`src/rtl/cwc_pkg.sv`:
```
package cwc_pkg;

    // ------------------------------------------------------------
    // register byte offsets
    // ------------------------------------------------------------
    localparam logic [7:0] CWC_OFF_MAIN = 8'h00;
    localparam logic [7:0] CWC_OFF_SEL = 8'h04;
    localparam logic [7:0] CWC_OFF_AUTO = 8'h08;
    localparam logic [7:0] CWC_OFF_DBR = 8'h0C;
    localparam logic [7:0] CWC_OFF_DBF = 8'h10;

    // register indices used between address and data phase
    localparam logic [2:0] CWC_IDX_MAIN = 3'h0;
    localparam logic [2:0] CWC_IDX_SEL = 3'h1;
    localparam logic [2:0] CWC_IDX_AUTO = 3'h2;
    localparam logic [2:0] CWC_IDX_DBR = 3'h3;
    localparam logic [2:0] CWC_IDX_DBF = 3'h4;
    localparam logic [2:0] CWC_IDX_NONE = 3'h7;

    // ------------------------------------------------------------
    // field positions
    // ------------------------------------------------------------
    localparam int CWC_MAIN_ON = 7;
    localparam int CWC_MAIN_OEB = 6;
    localparam int CWC_MAIN_OEA = 5;
    localparam int CWC_MAIN_POLB = 4;
    localparam int CWC_MAIN_POLA = 3;
    localparam int CWC_MAIN_CS = 0;
    localparam int CWC_AUTO_ASE = 7;
    localparam int CWC_AUTO_ARS = 6;
    localparam int CWC_AUTO_C2 = 3;
    localparam int CWC_AUTO_C1 = 2;
    localparam int CWC_AUTO_FLT = 1;
    localparam int CWC_AUTO_LC2 = 0;

    // implemented-bit masks, reset values
    localparam logic [7:0] CWC_MAIN_MASK = 8'hF9;
    localparam logic [7:0] CWC_SEL_MASK = 8'hF7;
    localparam logic [7:0] CWC_AUTO_MASK = 8'hCF;
    localparam logic [7:0] CWC_DB_MASK = 8'h3F;
    localparam logic [7:0] CWC_RST_MAIN = 8'h00;
    localparam logic [6:0] CWC_RST_AUTO = 7'h00;
    localparam logic [2:0] CWC_RST_IS = 3'h0;
    localparam logic [3:0] CWC_POR_LVL = 4'h0;
    localparam logic [5:0] CWC_POR_DB = 6'h00;

    // shutdown override codes
    localparam logic [1:0] CWC_LVL_HIGH = 2'h3;
    localparam logic [1:0] CWC_LVL_LOW = 2'h2;
    localparam logic [1:0] CWC_LVL_TRI = 2'h1;
    localparam logic [1:0] CWC_LVL_INACT = 2'h0;

    // bus encodings and widths
    localparam logic [1:0] CWC_HTRANS_NONSEQ = 2'h2;
    localparam logic [2:0] CWC_HSIZE_WORD = 3'h2;
    localparam int CWC_DB_W = 6;
    localparam int CWC_SRC_N = 11;

endpackage

```
`src/rtl/cwc_top.sv`:
```
`timescale 1ns/100ps
module cwc_top
    import cwc_pkg::*;
(
    input wire logic hclk,
    input wire logic hresetn,
    input wire logic power_on_reset_n,
    input wire logic hsel,
    input wire logic [31:0] haddr,
    input wire logic [1:0] htrans,
    input wire logic hwrite,
    input wire logic [2:0] hsize,
    input wire logic [31:0] hwdata,
    input wire logic hready,
    output logic [31:0] hrdata,
    output logic hreadyout,
    output logic hresp,
    input wire logic internal_fast_oscillator,
    input wire logic logic_cell_one_output,
    input wire logic oscillator_unit_output,
    input wire logic pulse_unit_one_output,
    input wire logic pulse_unit_two_output,
    input wire logic pulse_unit_three_output,
    input wire logic pulse_unit_four_output,
    input wire logic comparator_one_raw_output,
    input wire logic comparator_two_raw_output,
    input wire logic logic_cell_two_output,
    input wire logic external_fault_input,
    output logic waveform_output_a,
    output logic waveform_output_a_oe,
    output logic waveform_output_b,
    output logic waveform_output_b_oe
);

    // ------------------------------------------------------------
    // helpers
    // ------------------------------------------------------------
    function automatic logic [2:0] addr_idx(input logic [7:0] a);
        logic [2:0] r;
        r = CWC_IDX_NONE;
        case (a)
            CWC_OFF_MAIN: r = CWC_IDX_MAIN;
            CWC_OFF_SEL: r = CWC_IDX_SEL;
            CWC_OFF_AUTO: r = CWC_IDX_AUTO;
            CWC_OFF_DBR: r = CWC_IDX_DBR;
            CWC_OFF_DBF: r = CWC_IDX_DBF;
            default: r = CWC_IDX_NONE;
        endcase
        return r;
    endfunction

    // override decode shared by both channels
    function automatic logic chan_level(input logic [1:0] code, input logic shut,
                                        input logic norm);
        logic r;
        r = norm;
        if (shut) begin
            case (code)
                CWC_LVL_HIGH: r = 1'b1;
                CWC_LVL_LOW: r = 1'b0;
                CWC_LVL_TRI: r = 1'b0;
                default: r = norm;
            endcase
        end
        return r;
    endfunction

    // ------------------------------------------------------------
    // declarations
    // ------------------------------------------------------------
    logic rst_all_n;
    logic [CWC_SRC_N-1:0] src_raw;
    logic [CWC_SRC_N-1:0] src_q;
    logic [7:0] wave_src;
    logic [7:0] main_r;
    logic [7:0] main_nxt;
    logic [6:0] auto_r;
    logic [6:0] auto_nxt;
    logic ase_r;
    logic ase_nxt;
    logic [2:0] sel_r;
    logic [2:0] sel_nxt;
    logic [3:0] lvl_r;
    logic [3:0] lvl_nxt;
    logic [5:0] dbr_r;
    logic [5:0] dbr_nxt;
    logic [5:0] dbf_r;
    logic [5:0] dbf_nxt;
    logic wr_pend_r;
    logic [2:0] wr_idx_r;
    logic [31:0] hrdata_r;
    logic [31:0] hrdata_nxt;
    logic hreadyout_r;
    logic acc;
    logic acc_wr;
    logic [2:0] acc_idx;
    logic wr_main;
    logic wr_sel;
    logic wr_auto;
    logic wr_dbr;
    logic wr_dbf;
    logic [7:0] wbyte;
    logic [7:0] rd_byte;
    logic en;
    logic sd_src;
    logic shut_r;
    logic shut_nxt;
    logic in_sel;
    logic in_d_r;
    logic in_rise;
    logic hf_d_r;
    logic tick;
    logic run;
    logic a_on;
    logic b_on;
    logic a_val;
    logic b_val;
    logic out_a_r;
    logic out_b_r;
    logic oe_a_r;
    logic oe_b_r;
    logic out_a_nxt;
    logic out_b_nxt;
    logic oe_a_nxt;
    logic oe_b_nxt;

    // either reset clears the plain fields
    assign rst_all_n = hresetn & power_on_reset_n;

    // ------------------------------------------------------------
    // input synchronisation
    // ------------------------------------------------------------
    assign src_raw = {internal_fast_oscillator, external_fault_input,
                      logic_cell_two_output, logic_cell_one_output,
                      oscillator_unit_output, pulse_unit_four_output,
                      pulse_unit_three_output, pulse_unit_two_output,
                      pulse_unit_one_output, comparator_one_raw_output,
                      comparator_two_raw_output};

    cwc_sync #(.WIDTH(CWC_SRC_N)) u_sync (
        .hclk(hclk),
        .rst_n(rst_all_n),
        .d(src_raw),
        .q(src_q)
    );

    // ------------------------------------------------------------
    // AHB-Lite slave, zero wait states
    // ------------------------------------------------------------
    assign acc = hsel & (htrans == CWC_HTRANS_NONSEQ) & hready;
    assign acc_wr = acc & hwrite & (hsize == CWC_HSIZE_WORD);
    assign acc_idx = addr_idx(haddr[7:0]);
    assign wbyte = hwdata[7:0];
    assign wr_main = wr_pend_r & (wr_idx_r == CWC_IDX_MAIN);
    assign wr_sel = wr_pend_r & (wr_idx_r == CWC_IDX_SEL);
    assign wr_auto = wr_pend_r & (wr_idx_r == CWC_IDX_AUTO);
    assign wr_dbr = wr_pend_r & (wr_idx_r == CWC_IDX_DBR);
    assign wr_dbf = wr_pend_r & (wr_idx_r == CWC_IDX_DBF);

    // register next values, unimplemented bits masked off
    assign main_nxt = wr_main ? (wbyte & CWC_MAIN_MASK) : main_r;
    assign auto_nxt = wr_auto ? (wbyte[6:0] & CWC_AUTO_MASK[6:0]) : auto_r;
    assign sel_nxt = wr_sel ? wbyte[2:0] : sel_r;
    assign lvl_nxt = wr_sel ? wbyte[7:4] : lvl_r;
    assign dbr_nxt = wr_dbr ? wbyte[5:0] : dbr_r;
    assign dbf_nxt = wr_dbf ? wbyte[5:0] : dbf_r;

    // read data from next values, zeros elsewhere
    assign rd_byte = (acc_idx == CWC_IDX_MAIN) ? main_nxt :
                     (acc_idx == CWC_IDX_SEL) ? {lvl_nxt, 1'b0, sel_nxt} :
                     (acc_idx == CWC_IDX_AUTO) ? {ase_nxt, auto_nxt} :
                     (acc_idx == CWC_IDX_DBR) ? {2'b00, dbr_nxt} :
                     (acc_idx == CWC_IDX_DBF) ? {2'b00, dbf_nxt} : 8'h00;
    assign hrdata_nxt = (acc & ~hwrite) ? {24'h000000, rd_byte} : hrdata_r;

    // bus pipeline registers
    always_ff @(posedge hclk or negedge rst_all_n) begin
        if (!rst_all_n) begin
            wr_pend_r <= 1'b0;
            wr_idx_r <= CWC_IDX_NONE;
            hrdata_r <= 32'h00000000;
            hreadyout_r <= 1'b1;
        end else begin
            wr_pend_r <= acc_wr;
            wr_idx_r <= acc_idx;
            hrdata_r <= hrdata_nxt;
            hreadyout_r <= 1'b1;
        end
    end
    assign hrdata = hrdata_r;
    assign hreadyout = hreadyout_r;
    assign hresp = 1'b0;

    always_ff @(posedge hclk or negedge rst_all_n) begin
        if (!rst_all_n) begin
            main_r <= CWC_RST_MAIN;
            auto_r <= CWC_RST_AUTO;
            ase_r <= 1'b0;
            sel_r <= CWC_RST_IS;
        end else begin
            main_r <= main_nxt;
            auto_r <= auto_nxt;
            ase_r <= ase_nxt;
            sel_r <= sel_nxt;
        end
    end

    always_ff @(posedge hclk or negedge power_on_reset_n) begin
        if (!power_on_reset_n) begin
            lvl_r <= CWC_POR_LVL;
            dbr_r <= CWC_POR_DB;
            dbf_r <= CWC_POR_DB;
        end else begin
            lvl_r <= lvl_nxt;
            dbr_r <= dbr_nxt;
            dbf_r <= dbf_nxt;
        end
    end

    // ------------------------------------------------------------
    // shutdown control
    // ------------------------------------------------------------
    // enabled sources ORed
    assign sd_src = (auto_r[CWC_AUTO_C2] & src_q[0]) |
                    (auto_r[CWC_AUTO_C1] & src_q[1]) |
                    (auto_r[CWC_AUTO_FLT] & ~src_q[9]) |
                    (auto_r[CWC_AUTO_LC2] & src_q[8]);
    // set wins, live source holds status
    // auto-restart clears once sources are low
    assign ase_nxt = sd_src |
                     (wr_auto ? wbyte[CWC_AUTO_ASE] :
                      (ase_r & ~auto_r[CWC_AUTO_ARS]));
    // overrides hold until first rising edge after clear
    assign shut_nxt = ase_nxt | (shut_r & ~(in_rise & ~ase_r));

    // ------------------------------------------------------------
    // waveform path
    // ------------------------------------------------------------
    // module enable gates edge detect, dead-band counters and pins
    assign en = main_r[CWC_MAIN_ON];
    assign wave_src = src_q[7:0];
    assign in_sel = wave_src[sel_r];
    assign in_rise = en & in_sel & ~in_d_r;
    // count on oscillator edges or every cycle
    assign tick = main_r[CWC_MAIN_CS] ? (src_q[10] & ~hf_d_r) : 1'b1;
    assign run = en & ~shut_nxt;

    // edge history and shutdown state
    always_ff @(posedge hclk or negedge rst_all_n) begin
        if (!rst_all_n) begin
            in_d_r <= 1'b0;
            hf_d_r <= 1'b0;
            shut_r <= 1'b0;
        end else begin
            in_d_r <= in_sel;
            hf_d_r <= src_q[10];
            shut_r <= shut_nxt;
        end
    end

    // rising edge delays turn-on of A
    cwc_dead_band #(.WIDTH(CWC_DB_W)) u_rise (
        .hclk(hclk),
        .rst_n(rst_all_n),
        .level(run & in_sel),
        .tick(tick),
        .value(dbr_r),
        .on(a_on)
    );

    // falling edge delays turn-on of B
    cwc_dead_band #(.WIDTH(CWC_DB_W)) u_fall (
        .hclk(hclk),
        .rst_n(rst_all_n),
        .level(run & ~in_sel),
        .tick(tick),
        .value(dbf_r),
        .on(b_on)
    );

    // ------------------------------------------------------------
    // output stage
    // ------------------------------------------------------------
    // polarity on normal level; overrides
    assign a_val = chan_level(lvl_r[1:0], shut_nxt, a_on ^ main_r[CWC_MAIN_POLA]);
    assign b_val = chan_level(lvl_r[3:2], shut_nxt, b_on ^ main_r[CWC_MAIN_POLB]);
    assign out_a_nxt = en & a_val;
    assign out_b_nxt = en & b_val;
    // pin enables, tri-state override drops drive
    assign oe_a_nxt = en & main_r[CWC_MAIN_OEA] & ~(shut_nxt & (lvl_r[1:0] == CWC_LVL_TRI));
    assign oe_b_nxt = en & main_r[CWC_MAIN_OEB] & ~(shut_nxt & (lvl_r[3:2] == CWC_LVL_TRI));

    // registered pins
    always_ff @(posedge hclk or negedge rst_all_n) begin
        if (!rst_all_n) begin
            out_a_r <= 1'b0;
            out_b_r <= 1'b0;
            oe_a_r <= 1'b0;
            oe_b_r <= 1'b0;
        end else begin
            out_a_r <= out_a_nxt;
            out_b_r <= out_b_nxt;
            oe_a_r <= oe_a_nxt;
            oe_b_r <= oe_b_nxt;
        end
    end
    assign waveform_output_a = out_a_r;
    assign waveform_output_b = out_b_r;
    assign waveform_output_a_oe = oe_a_r;
    assign waveform_output_b_oe = oe_b_r;

    // ------------------------------------------------------------
    // checks
    // ------------------------------------------------------------
    // disabled module drives no pin
    a_disabled_quiet: assert property (@(posedge hclk) disable iff (!rst_all_n)
        !en |=> (!oe_a_r && !oe_b_r && !out_a_r && !out_b_r))
        else $error("disabled module still drives");
    // pin enable low keeps A released
    a_pin_enable: assert property (@(posedge hclk) disable iff (!rst_all_n)
        !main_r[CWC_MAIN_OEA] |=> !oe_a_r)
        else $error("output A driven without enable");
    a_polarity_a: assert property (@(posedge hclk) disable iff (!rst_all_n)
        (en && !shut_nxt) |=> out_a_r == ($past(a_on) ^ $past(main_r[CWC_MAIN_POLA])))
        else $error("output A polarity wrong");
    // system clock select ticks every cycle
    a_tick_select: assert property (@(posedge hclk) disable iff (!rst_all_n)
        !main_r[CWC_MAIN_CS] |-> tick)
        else $error("tick missing on system clock");
    a_reserved_zero: assert property (@(posedge hclk) disable iff (!rst_all_n)
        (main_r[2:1] == 2'b00) && (auto_r[5:4] == 2'b00) && (hrdata_r[31:8] == 24'h0))
        else $error("reserved bits not zero");
    // forced high on B ignores polarity
    a_force_high_b: assert property (@(posedge hclk) disable iff (!rst_all_n)
        (en && shut_nxt && lvl_r[3:2] == CWC_LVL_HIGH) |=> out_b_r)
        else $error("output B override high missing");
    a_tristate_a: assert property (@(posedge hclk) disable iff (!rst_all_n)
        (shut_nxt && lvl_r[1:0] == CWC_LVL_TRI) |=> !oe_a_r)
        else $error("output A not released");
    // live source sets status next cycle
    a_status_set: assert property (@(posedge hclk) disable iff (!rst_all_n)
        sd_src |=> ase_r)
        else $error("shutdown status not set");
    // auto-restart clears status when sources low
    a_auto_clear: assert property (@(posedge hclk) disable iff (!rst_all_n)
        (ase_r && auto_r[CWC_AUTO_ARS] && !sd_src && !wr_auto) |=> !ase_r)
        else $error("auto-restart did not clear status");
    a_status_hold: assert property (@(posedge hclk) disable iff (!rst_all_n)
        (ase_r && !auto_r[CWC_AUTO_ARS] && !wr_auto) |=> ase_r)
        else $error("status cleared without software");
    // A and B are never both on
    a_no_overlap: assert property (@(posedge hclk) disable iff (!rst_all_n)
        !(a_on && b_on))
        else $error("both channels on together");

endmodule // cwc_top

```
`src/rtl/cwc_sync.sv`:
```
`timescale 1ns/100ps
module cwc_sync
    import cwc_pkg::*;
#(
    parameter int WIDTH = CWC_SRC_N
) (
    input wire logic hclk,
    input wire logic rst_n,
    input wire logic [WIDTH-1:0] d,
    output logic [WIDTH-1:0] q
);

    // ------------------------------------------------------------
    // two-stage synchroniser per bit
    // ------------------------------------------------------------
    genvar i;
    generate
        for (i = 0; i < WIDTH; i++) begin : g_bit
            logic meta_r;
            logic sync_r;
            // first stage feeds only the second
            always_ff @(posedge hclk or negedge rst_n) begin
                if (!rst_n) begin
                    meta_r <= 1'b0;
                    sync_r <= 1'b0;
                end else begin
                    meta_r <= d[i];
                    sync_r <= meta_r;
                end
            end
            assign q[i] = sync_r;
        end
    endgenerate

endmodule // cwc_sync

```
`src/rtl/cwc_dead_band.sv`:
```
`timescale 1ns/100ps
module cwc_dead_band
    import cwc_pkg::*;
#(
    parameter int WIDTH = CWC_DB_W
) (
    input wire logic hclk,
    input wire logic rst_n,
    input wire logic level,
    input wire logic tick,
    input wire logic [WIDTH-1:0] value,
    output logic on
);

    logic level_d_r;
    logic busy_r;
    logic on_r;
    logic [WIDTH-1:0] cnt_r;
    logic rise;
    logic done;
    logic [WIDTH-1:0] cnt_inc;
    logic busy_nxt;
    logic on_nxt;
    logic [WIDTH-1:0] cnt_nxt;

    // ------------------------------------------------------------
    // delayed turn-on counter
    // ------------------------------------------------------------
    assign rise = level & ~level_d_r;
    assign cnt_inc = cnt_r + {{(WIDTH-1){1'b0}}, 1'b1};
    assign done = busy_r & tick & (cnt_inc == value);
    // off at once, on after count
    assign on_nxt = level & (on_r | done | (rise & (value == '0)));
    assign busy_nxt = level & ((rise & (value != '0)) | (busy_r & ~done));
    assign cnt_nxt = rise ? '0 : ((busy_r & tick) ? cnt_inc : cnt_r);

    // state update
    always_ff @(posedge hclk or negedge rst_n) begin
        if (!rst_n) begin
            level_d_r <= 1'b0;
            busy_r <= 1'b0;
            on_r <= 1'b0;
            cnt_r <= '0;
        end else begin
            level_d_r <= level;
            busy_r <= busy_nxt;
            on_r <= on_nxt;
            cnt_r <= cnt_nxt;
        end
    end
    assign on = on_r;

    // zero count turns on next cycle
    a_zero_bypass: assert property (@(posedge hclk) disable iff (!rst_n)
        (rise && value == '0) |=> on_r)
        else $error("zero dead band did not pass through");
    a_off_at_once: assert property (@(posedge hclk) disable iff (!rst_n)
        !level |=> !on_r)
        else $error("output not turned off at once");
    a_delay_held: assert property (@(posedge hclk) disable iff (!rst_n)
        (rise && value != '0) |=> !on_r)
        else $error("output turned on before dead band");

endmodule // cwc_dead_band

```
`config.mk`:
```
export PLATFORM = sky130hd
export DESIGN_NAME = cwc_top
export DESIGN_NICKNAME = d
export VERILOG_FILES = /design/src/rtl/cwc_pkg.sv /design/src/rtl/cwc_top.sv /design/src/rtl/cwc_sync.sv /design/src/rtl/cwc_dead_band.sv
export SDC_FILE = /design/constraint.sdc
export NUM_CORES = 1
export LEC_CHECK = 0
export BUFFER_PORTS_ARGS = -buffer_cell sky130_fd_sc_hd__buf_2
export CORE_ASPECT_RATIO = 0.5
export CORE_MARGIN = 4
export CORE_UTILIZATION = 39
export CTS_BUF_LIST = sky130_fd_sc_hd__clkbuf_8
export CTS_CLUSTER_DIAMETER = 80
export DETAILED_ROUTE_END_ITERATION = 10
export PLACE_DENSITY_LB_ADDON = 0.05
export RECOVER_POWER = 50
export SLEW_MARGIN = 20
export SYNTH_ARGS = -nofsm -noshare
export SYNTH_HDL_FRONTEND = slang
export SYNTH_SLANG_ARGS = --single-unit
export TNS_END_PERCENT = 20
```
`constraint.sdc`:
```
create_clock -name hclk -period 6.6 [get_ports hclk]
set_input_delay 0.33 -clock hclk [delete_from_list [all_inputs] [get_ports hclk]]
set_output_delay 0.33 -clock hclk [all_outputs]
set_load 0.02 [all_outputs]
```
# After elaboration in Yosys (flattened, before gate mapping)
# Index checks and enable logic that the tools add are counted.
[word_totals]
regBits = 94
in_bits = 86
[classes]
add_sub_neg = 2
n_lt_le_gt_ge = 1
n_eq_ne = 22
mux = 24
n_bitwise = 76
n_reduce_logical = 11
[ops]
columns = ["cell", "n"]
rows = [
  ["$and 1x1->1", 48],
  ["$mux 6", 8],
  ["$mux 8", 4],
  ["$eq 8x4->1 const B", 2],
  ["$eq 3x2->1 const B", 5],
  ["$not 1->1", 15],
  ["$pmux 3 s5", 1],
  ["$add 6x1->6 const B", 2],
  ["$eq 6x6->1", 2],
  ["$logic_not 6->1", 2],
  ["$reduce_bool 6->1", 2],
  ["$or 1x1->1", 11],
  ["$eq 2x2->1 const B", 5],
  ["$eq 8x3->1 const B", 1],
  ["$eq 8x5->1 const B", 1],
  ["$logic_not 8->1", 1],
  ["$mux 7", 1],
  ["$eq 3x1->1 const B", 2],
  ["$eq 3x3->1 const B", 2],
  ["$logic_not 3->1", 2],
  ["$mux 1", 5],
  ["$eq 2x1->1 const B", 2],
  ["$lt 3x4->1 const B", 1],
  ["$mux 4", 1],
  ["6 further kinds", 10],
]

# Depth between registers and ports, before layout
# Gate-level depths: netlist of run 1.
[depth]
ltp_word = 15
ltp_mapped = 8

# Modules after synthesis
# A second synthesis of run 1 with hierarchy kept.
[unflattened]
cells_unflattened = 395
area_unflattened_um2 = 4524.3
[by_module_without_submodules]
columns = ["mod", "n_inst", "cells_per_inst", "area_per_inst_um2"]
rows = [
  ["cwc_top", 1, 244, 2792.7],
  ["cwc_dead_band", 2, 59, 549.3],
  ["cwc_sync", 1, 33, 633.1],
]

# Worst setup path before layout of run 1
# No wires, ideal clock.
[synth_path]
path_type = "reg-to-reg"
start = "register wr_idx_r[1]"
end = "register out_a_r, in the netlist waveform_output_a"
setup_ns = 0.140
t_arrival_ns = 1.832
required_time_ns = 6.460
path_slack_ns = 4.628
stages_incl_launch_ff = 9
n_path_buf = 2
path_cell_list = "dfstp_2 nor4bb_1 buf_2 mux2i_1 and2_1 buf_2 inv_1 a21oi_1 o32ai_1"
[synth_via]
elab_chain_len = 7
[synth_rtl]
columns = ["item", "line", "text"]
rows = [
  ["start, declared", "cwc_top.sv:90", "logic [2:0] wr_idx_r;"],
  ["start signal, assigned", "cwc_top.sv:185", "wr_idx_r <= acc_idx;"],
  ["$eq 3x2->1", "cwc_top.sv:156", "assign wr_auto = wr_pend_r & (wr_idx_r == CWC_IDX_AUTO);"],
  ["$and 1x1->1", "cwc_top.sv:156", ""],
  ["$mux 1", "cwc_top.sv:231", "(wr_auto ? wbyte[CWC_AUTO_ASE] :"],
  ["$or 1x1->1", "cwc_top.sv:230", "assign ase_nxt = sd_src |"],
  ["net ase_nxt", "cwc_top.sv:80", "logic ase_nxt;"],
  ["$or 1x1->1", "cwc_top.sv:234", "assign shut_nxt = ase_nxt | (shut_r & ~(in_rise & ~ase_r));"],
  ["$mux 1", "cwc_top.sv:57", "if (shut) begin"],
  ["$and 1x1->1", "cwc_top.sv:287", "assign out_a_nxt = en & a_val;"],
  ["net out_a_nxt", "cwc_top.sv:122", "logic out_a_nxt;"],
  ["end signal, assigned", "cwc_top.sv:301", "out_a_r <= out_a_nxt;"],
  ["end, declared", "cwc_top.sv:118", "logic out_a_r;"],
]
# The timed path passes the listed nets, and every way through them passes these cells.
# A chain may end at the register's enable or synchronous reset.

==> results.sh, run 1 <==
export IMPL_yosysUniqueCellTypes=57
export IMPL_totalPowerFinal_uw=1054
export IMPL_drc=0
export IMPL_failed_checks="capacitance limit, slew limit"
export IMPL_row_count=27
export IMPL_areaGrowthSynthToFinish_pct=10.64
export IMPL_grt_overflow=0
export IMPL_synth_edff_count=0
export IMPL_grt_antenna_before_repair=0
export IMPL_wl_per_cell_um=17.04
export IMPL_ys_warn_count=0
export IMPL_async_reset_ff_share_pct=100.0
export IMPL_postPlaceCellArea_mm2=0.004782
export IMPL_max_freq_ghz=0.3112
export IMPL_clkLatencyLatePin_ns=0.35
export IMPL_drive_gt1_share_pct=18.42
export IMPL_grt_pass1_vias=3063
export IMPL_status="finished with violations"
export IMPL_initial_core_util_pct=40.43
export IMPL_vdd_drop_max_v=0.00009084
export IMPL_routed_wl_um=10240
export IMPL_grt_pass1_wl_um=16420
export IMPL_met2_usage_pct=24.29
export IMPL_r2r_start="wr_idx_r[1]"
export IMPL_fin_nets=539
export IMPL_finClkSkew_ns=0.009507
export IMPL_ys_seq_elements=94
export IMPL_dpl_hpwl_um=7745
export IMPL_fp_dieW_um=159.8
export IMPL_cts_setup_buffers=0
export IMPL_crit_required_ns=6.63
export IMPL_mappedNetlistArea_mm2=0.004493
export IMPL_tns_ns=0
export IMPL_cts_buffers=9
export IMPL_path_clk_slew_ns=0.10
export IMPL_busiest_layer="met2"
export IMPL_rrSetupSlack_ns=3.79
export IMPL_pin_count=124
export IMPL_track_usage_pct=15.49
export IMPL_yosysSeqAreaShare_pct=52.44
export IMPL_slew_viol_final=38
export IMPL_vias=3082
export IMPL_cts_root_buf="clkbuf_8"
export IMPL_met3_usage_pct=5.032
export IMPL_crit_path_start_kind="input pin"
export IMPL_ys_flop_type="dfrtp_1"
export IMPL_routed_via_density=5.128
export IMPL_post_route_period_util_pct=48.69
export IMPL_clk_path_buf_depth=2
export IMPL_cts_resized=0
export IMPL_hold_viol=0
export IMPL_n_antenna_cell=0
export IMPL_coreArea_mm2=0.01111
export IMPL_holdCritStartpoint="logic_cell_two_output"
export IMPL_layout_common_cells="91 x dfrtp_1, 37 x nor2_1, 36 x buf_2"
export IMPL_syn_avg_cell_area_um2=11.23
export IMPL_place_congestion=0.8426
export IMPL_hold_path_class="in -> reg"
export IMPL_layout_min_cycle_time_ns=3.214
export IMPL_cts_tree="yes"
export IMPL_synthCells=400
export IMPL_powerDensity_mw_per_mm2=211.9
export IMPL_htree_num_levels=3
export IMPL_final_antenna_net_count=0
export IMPL_dieArea_mm2=0.01341
export IMPL_drtIter0Drc=182
export IMPL_clock_sinks=94
export IMPL_final_util_pct=44.73
export IMPL_layout_commonest_cell="dfrtp_1"
export IMPL_end_kind="asynchronous set/reset pin"
export IMPL_grt_max_degree=79
export IMPL_fp_dieH_um=83.90
export IMPL_finalSetupViolations=0
export IMPL_maxCapViolCount=2
export IMPL_gr_usage_met1_pct=21.29
export IMPL_slew_headroom_pct=-44.15
export IMPL_cp_startpoint="power_on_reset_n"
export IMPL_worst_slew_pin_slew_ns=2.161
export IMPL_path_class="in -> async"
export IMPL_path_max_fanout=29
export IMPL_worstPathArrival_ns=3.24
export IMPL_firstDrtPassIters=5
export IMPL_rsz0062_at_grt="false"
export IMPL_power_leakage_uw=0.002174
export IMPL_io_buffers=49
export IMPL_final_cell_area_mm2=0.004971
[state kept, by name (all words and copies together), names as in the netlist, 4 cells and up]
signal / flops
lvl_r: 4
u_sync.g_bit.sync_r: 11
main_r: 8
u_sync.g_bit.meta_r: 11
auto_r: 7
u_rise.cnt_r: 6
hrdata: 8
dbr_r: 6
u_fall.cnt_r: 6
dbf_r: 6
[cell usage after synthesis, types with 2 or more instances]
library cell / count / area [um^2]
a22o_1: 2 / 17.52
or2_2: 2 / 12.51
a31oi_1: 4 / 25.02
and3b_1: 2 / 17.52
nand3_1: 13 / 65.06
and2_1: 7 / 43.79
o211ai_1: 5 / 37.54
dfstp_2: 3 / 78.83
nor2_1: 37 / 138.9
nor4_1: 2 / 12.51
nand3b_1: 2 / 15.01
buf_2: 4 / 20.02
o32ai_1: 3 / 26.28
xor2_1: 13 / 113.9
o311a_1: 2 / 20.02
a32oi_1: 2 / 17.52
nand2_1: 17 / 63.81
inv_1: 11 / 41.29
a211oi_1: 4 / 30.03
ha_1: 2 / 25.02
a211o_1: 2 / 17.52
conb_1: 2 / 7.510
nor3_1: 7 / 35.03
a21oi_1: 4 / 20.02
and3_1: 5 / 31.28
buf_4: 27 / 202.7
o31a_1: 3 / 26.28
a21boi_1: 2 / 15.01
mux2_2: 32 / 360.4
a22oi_1: 2 / 15.01
clkbuf_1: 6 / 22.52
dfrtp_1: 91 / 2277
a41oi_1: 4 / 35.03
o21ai_0: 15 / 75.07
nand2b_1: 7 / 43.79
nand4b_1: 3 / 26.28
xnor2_1: 9 / 78.83
nor4bb_1: 3 / 30.03
nor2b_1: 13 / 81.33
mux2i_1: 3 / 30.03
nand4_1: 7 / 43.79
[worst max-delay path, stage by stage]
cell,delay [ns]
dlygate4sd3_1,0.52
clkbuf_1,0.68
and2_0,1.70
[metrics by stage]
| stage | cells | hold slack, ns | worst slack (ns) |
|---|---|---|---|
| 6_report | 601 | 0.07873 | 3.386 |
| 5_1_grt | 601 | 0.03538 | 2.876 |
| 4_1_cts | 600 | 0.05278 | 3.917 |
| 3_5_place_dp | 583 | 0.2698 | 3.944 |
| 3_3_place_gp | 583 | 0.2718 | 3.937 |
| 2_1_floorplan | 424 | 0.03441 | 3.853 |
[per-layer routing]
layer	part of all wire [%]	routed length, um
met3	5.8	591
met5	0	0
met1	48	4897
met4	0.49	50
met2	46	4700
[final cells by class]
cell class              instances  area [um^2]
flip-flops and latches         94         2356
inverters                      11        41.29
well taps                     145        181.4
multi-input cells             282         1928
repair buffers                 53        274.0
fillers                      1050         6143
clock buffers                  10        137.6
clock inverters                 6        52.55
[cells by family after synthesis]
kind of cell / count (synthesis) / share of synthesized area [%]
fa+ha+maj: 2 / 0.5569
buf+inv: 48 / 6.377
flops: 94 / 52.44
compound gates: 58 / 9.357
xor+xnor: 22 / 4.289
other cells: 2 / 0.1671
mux: 36 / 9.190
simple gates: 138 / 17.63
[path summary, 6_finish.rpt]
kind | to | cells after the start
min | u_sync.g_bit[8].meta_r | 1
min reg2reg | u_sync.g_bit[7].sync_r | 0
max in group hclk | hrdata[3] | 5
min in group asynchronous | dbf_r[2] | 2
max reg2reg | hrdata[3] | 5
max | u_sync.g_bit[10].sync_r | 3
[report_power, final]
group / leakage [uW] / switching (uW) / internal, uW
Sequential: 0.00117 / 9.98 / 592
Combinational: 0.000913 / 59.2 / 24.9
Clock: 0.0000914 / 214 / 153
Total: 0.00217 / 283 / 770
[what timing repair did]
action | CTS | global route
setup endpoints to repair | 0 | 0
endpoints found under the hold margin | 16 | 0
hold buffers | 1 | 0
Power figures use the tool's default switching activity.
==> inputs of run 2 (changes only) <==
- clock period: 6.6 -> 3.2 ns (I/O delays scaled with it)
==> results.sh, run 2 (synthesis gave the netlist of run 1 again) <==
export IMPL_n_antenna_cell=0
export IMPL_status="complete, no violations"
export IMPL_vias=3116
export IMPL_setup_ws_ns=0.7583
export IMPL_multi_input_area_mm2=0.001937
export IMPL_grt_antenna_before_repair=0
export IMPL_drc=0
export IMPL_fp_dieW_um=159.8
export IMPL_post_route_period_util_pct=76.30
export IMPL_path_cells="nor4bb_1, mux2i_1, and2_1, inv_1, a21oi_1, o32ai_1"
export IMPL_finClkSkew_ns=0.009229
export IMPL_cpMaxStageDelayCell="dfstp_1"
export IMPL_crit_path_start_kind="register"
export IMPL_cts_resized=0
export IMPL_areaGrowthSynthToFinish_pct=14.42
export IMPL_final_cell_area_mm2=0.005141
export IMPL_crit_path_max_incr_delay_ns=0.63
export IMPL_postPlaceCellArea_mm2=0.004797
export IMPL_hold_slack_ns=0.04125
export IMPL_pin_count=124
export IMPL_maxCapViolCount=0
export IMPL_row_count=27
export IMPL_fin_nets=553
export IMPL_instances_no_fill=614
export IMPL_grt_max_degree=79
export IMPL_rsz0062_at_grt="false"
export IMPL_layout_commonest_cell="dfrtp_1"
export IMPL_max_freq_ghz=0.4096
export IMPL_drive_gt1_share_pct=19.62
export IMPL_layout_common_cells="91 x dfrtp_1, 37 x nor2_1, 36 x buf_2"
export IMPL_place_congestion=0.8237
export IMPL_fp_dieH_um=83.90
export IMPL_largest_registers="u_sync.g_bit.meta_r x11, u_sync.g_bit.sync_r x11"
export IMPL_dieArea_mm2=0.01341
export IMPL_clk_path_buf_depth=2
export IMPL_grt_pass1_wl_um=16590
export IMPL_layout_min_cycle_time_ns=2.442
export IMPL_fillers=1027
export IMPL_path_max_fanout=7
export IMPL_initial_core_util_pct=40.43
export IMPL_cts_root_buf="clkbuf_8"
export IMPL_dpl_hpwl_um=7644
export IMPL_drtIter0Drc=136
export IMPL_io_buffers=49
export IMPL_path_class="reg -> reg"
export IMPL_post_place_cells=585
export IMPL_hold_path_class="in -> reg"
export IMPL_regArea_mm2=0.002356
export IMPL_final_antenna_net_count=0
export IMPL_routed_wl_um=10320
export IMPL_htree_num_levels=3
export IMPL_clkLatencyLatePin_ns=0.36
export IMPL_firstDrtPassIters=4
export IMPL_powerDensity_mw_per_mm2=444.3
export IMPL_hold_viol=0
export IMPL_wl_per_cell_um=16.81
export IMPL_path_clk_slew_ns=0.09
export IMPL_clock_sinks=94
export IMPL_worstPathArrival_ns=2.66
export IMPL_dp_slack_ns=0.8659
export IMPL_coreArea_mm2=0.01111
export IMPL_grt_pass1_vias=3078
export IMPL_slew_viol_final=0
export IMPL_vdd_drop_max_v=0.0002259
export IMPL_power_leakage_uw=0.002270
export IMPL_grt_overflow=0
export IMPL_track_usage_pct=15.71
export IMPL_crit_required_ns=3.42
export IMPL_slew_headroom_pct=24.75
export IMPL_routed_via_density=5.075
export IMPL_cts_buffers=9
export IMPL_worst_slew_pin_slew_ns=1.129
export IMPL_finalSetupViolations=0
export IMPL_cts_tree="yes"
export IMPL_tns_ns=0
export IMPL_end_kind="register"
==> run 2: cell count changes in the layout (fill, tap and decap cells not counted), moves of 2 or more <==
cell,change
bufinv_16,+2
mux2_2,+7
buf_4,+3
mux2_1,-7
inv_6,-2
dlygate4sd3_1,+12
==> run 2: final cells by class <==
class,instances,area share (%)
multi-input combinational,282,37.67
clock buffer,9,2.409
sequential,94,45.83
tap,145,3.529
timing repair buffer,67,8.031
inverter,11,0.8031
clock inverter,6,1.728
==> run 2: timing repair <==
item | 4_1_cts | 5_1_grt
setup buffers | 0 | 0
hold buffers | 12 | 1
endpoints found under the hold margin | 27 | 22
==> run 2: worst max-delay path, delay by kind of cell (launching register included) <==
| kind | cells | cell delay (ns) |
|---|---|---|
| AND/OR/NAND/NOR | 2 | 0.76 |
| flip-flops | 1 | 0.63 |
| AO/OA/AOI/OAI | 2 | 0.51 |
| multiplexers | 1 | 0.26 |
| buffers and inverters | 1 | 0.13 |
==> run 2: worst paths after layout <==
check | depth (start not counted) | end | start | slack, ns
max | 6 | waveform_output_a | wr_idx_r[1] | 0.76
min | 3 | wr_pend_r | hsize[0] | 0.04
max reg2reg | 6 | waveform_output_a | wr_idx_r[1] | 0.76
min reg2reg | 0 | u_sync.g_bit[5].sync_r | u_sync.g_bit[5].meta_r | 0.36
max in group asynchronous | 4 | wr_idx_r[2] | power_on_reset_n | 0.92
min in group asynchronous | 2 | dbf_r[3] | power_on_reset_n | 0.45
==> run 2: power breakdown <==
| group | switching, uW | internal [uW] |
|---|---|---|
| clock network | 422 | 436 |
| logic | 123 | 61.3 |
| registers | 21.7 | 1220 |
| total | 566 | 1720 |
==> run 2: through the flow <==
stage	utilization (%)	power [uW]
detailed placement	43.16	1441
floorplan	-	1388
global route	46.26	2388
global placement	43.16	1437
finish	46.26	2284
CTS	46.16	2319
==> run 2: routing by layer <==
layer	vias to the layer above	track usage [%]	share of wire [%]
met5	-	0	0
met4	0	3.513	0.70
met3	7	4.095	6.5
met2	91	24.06	45
met1	1509	22.48	48
li1	1509	-	-
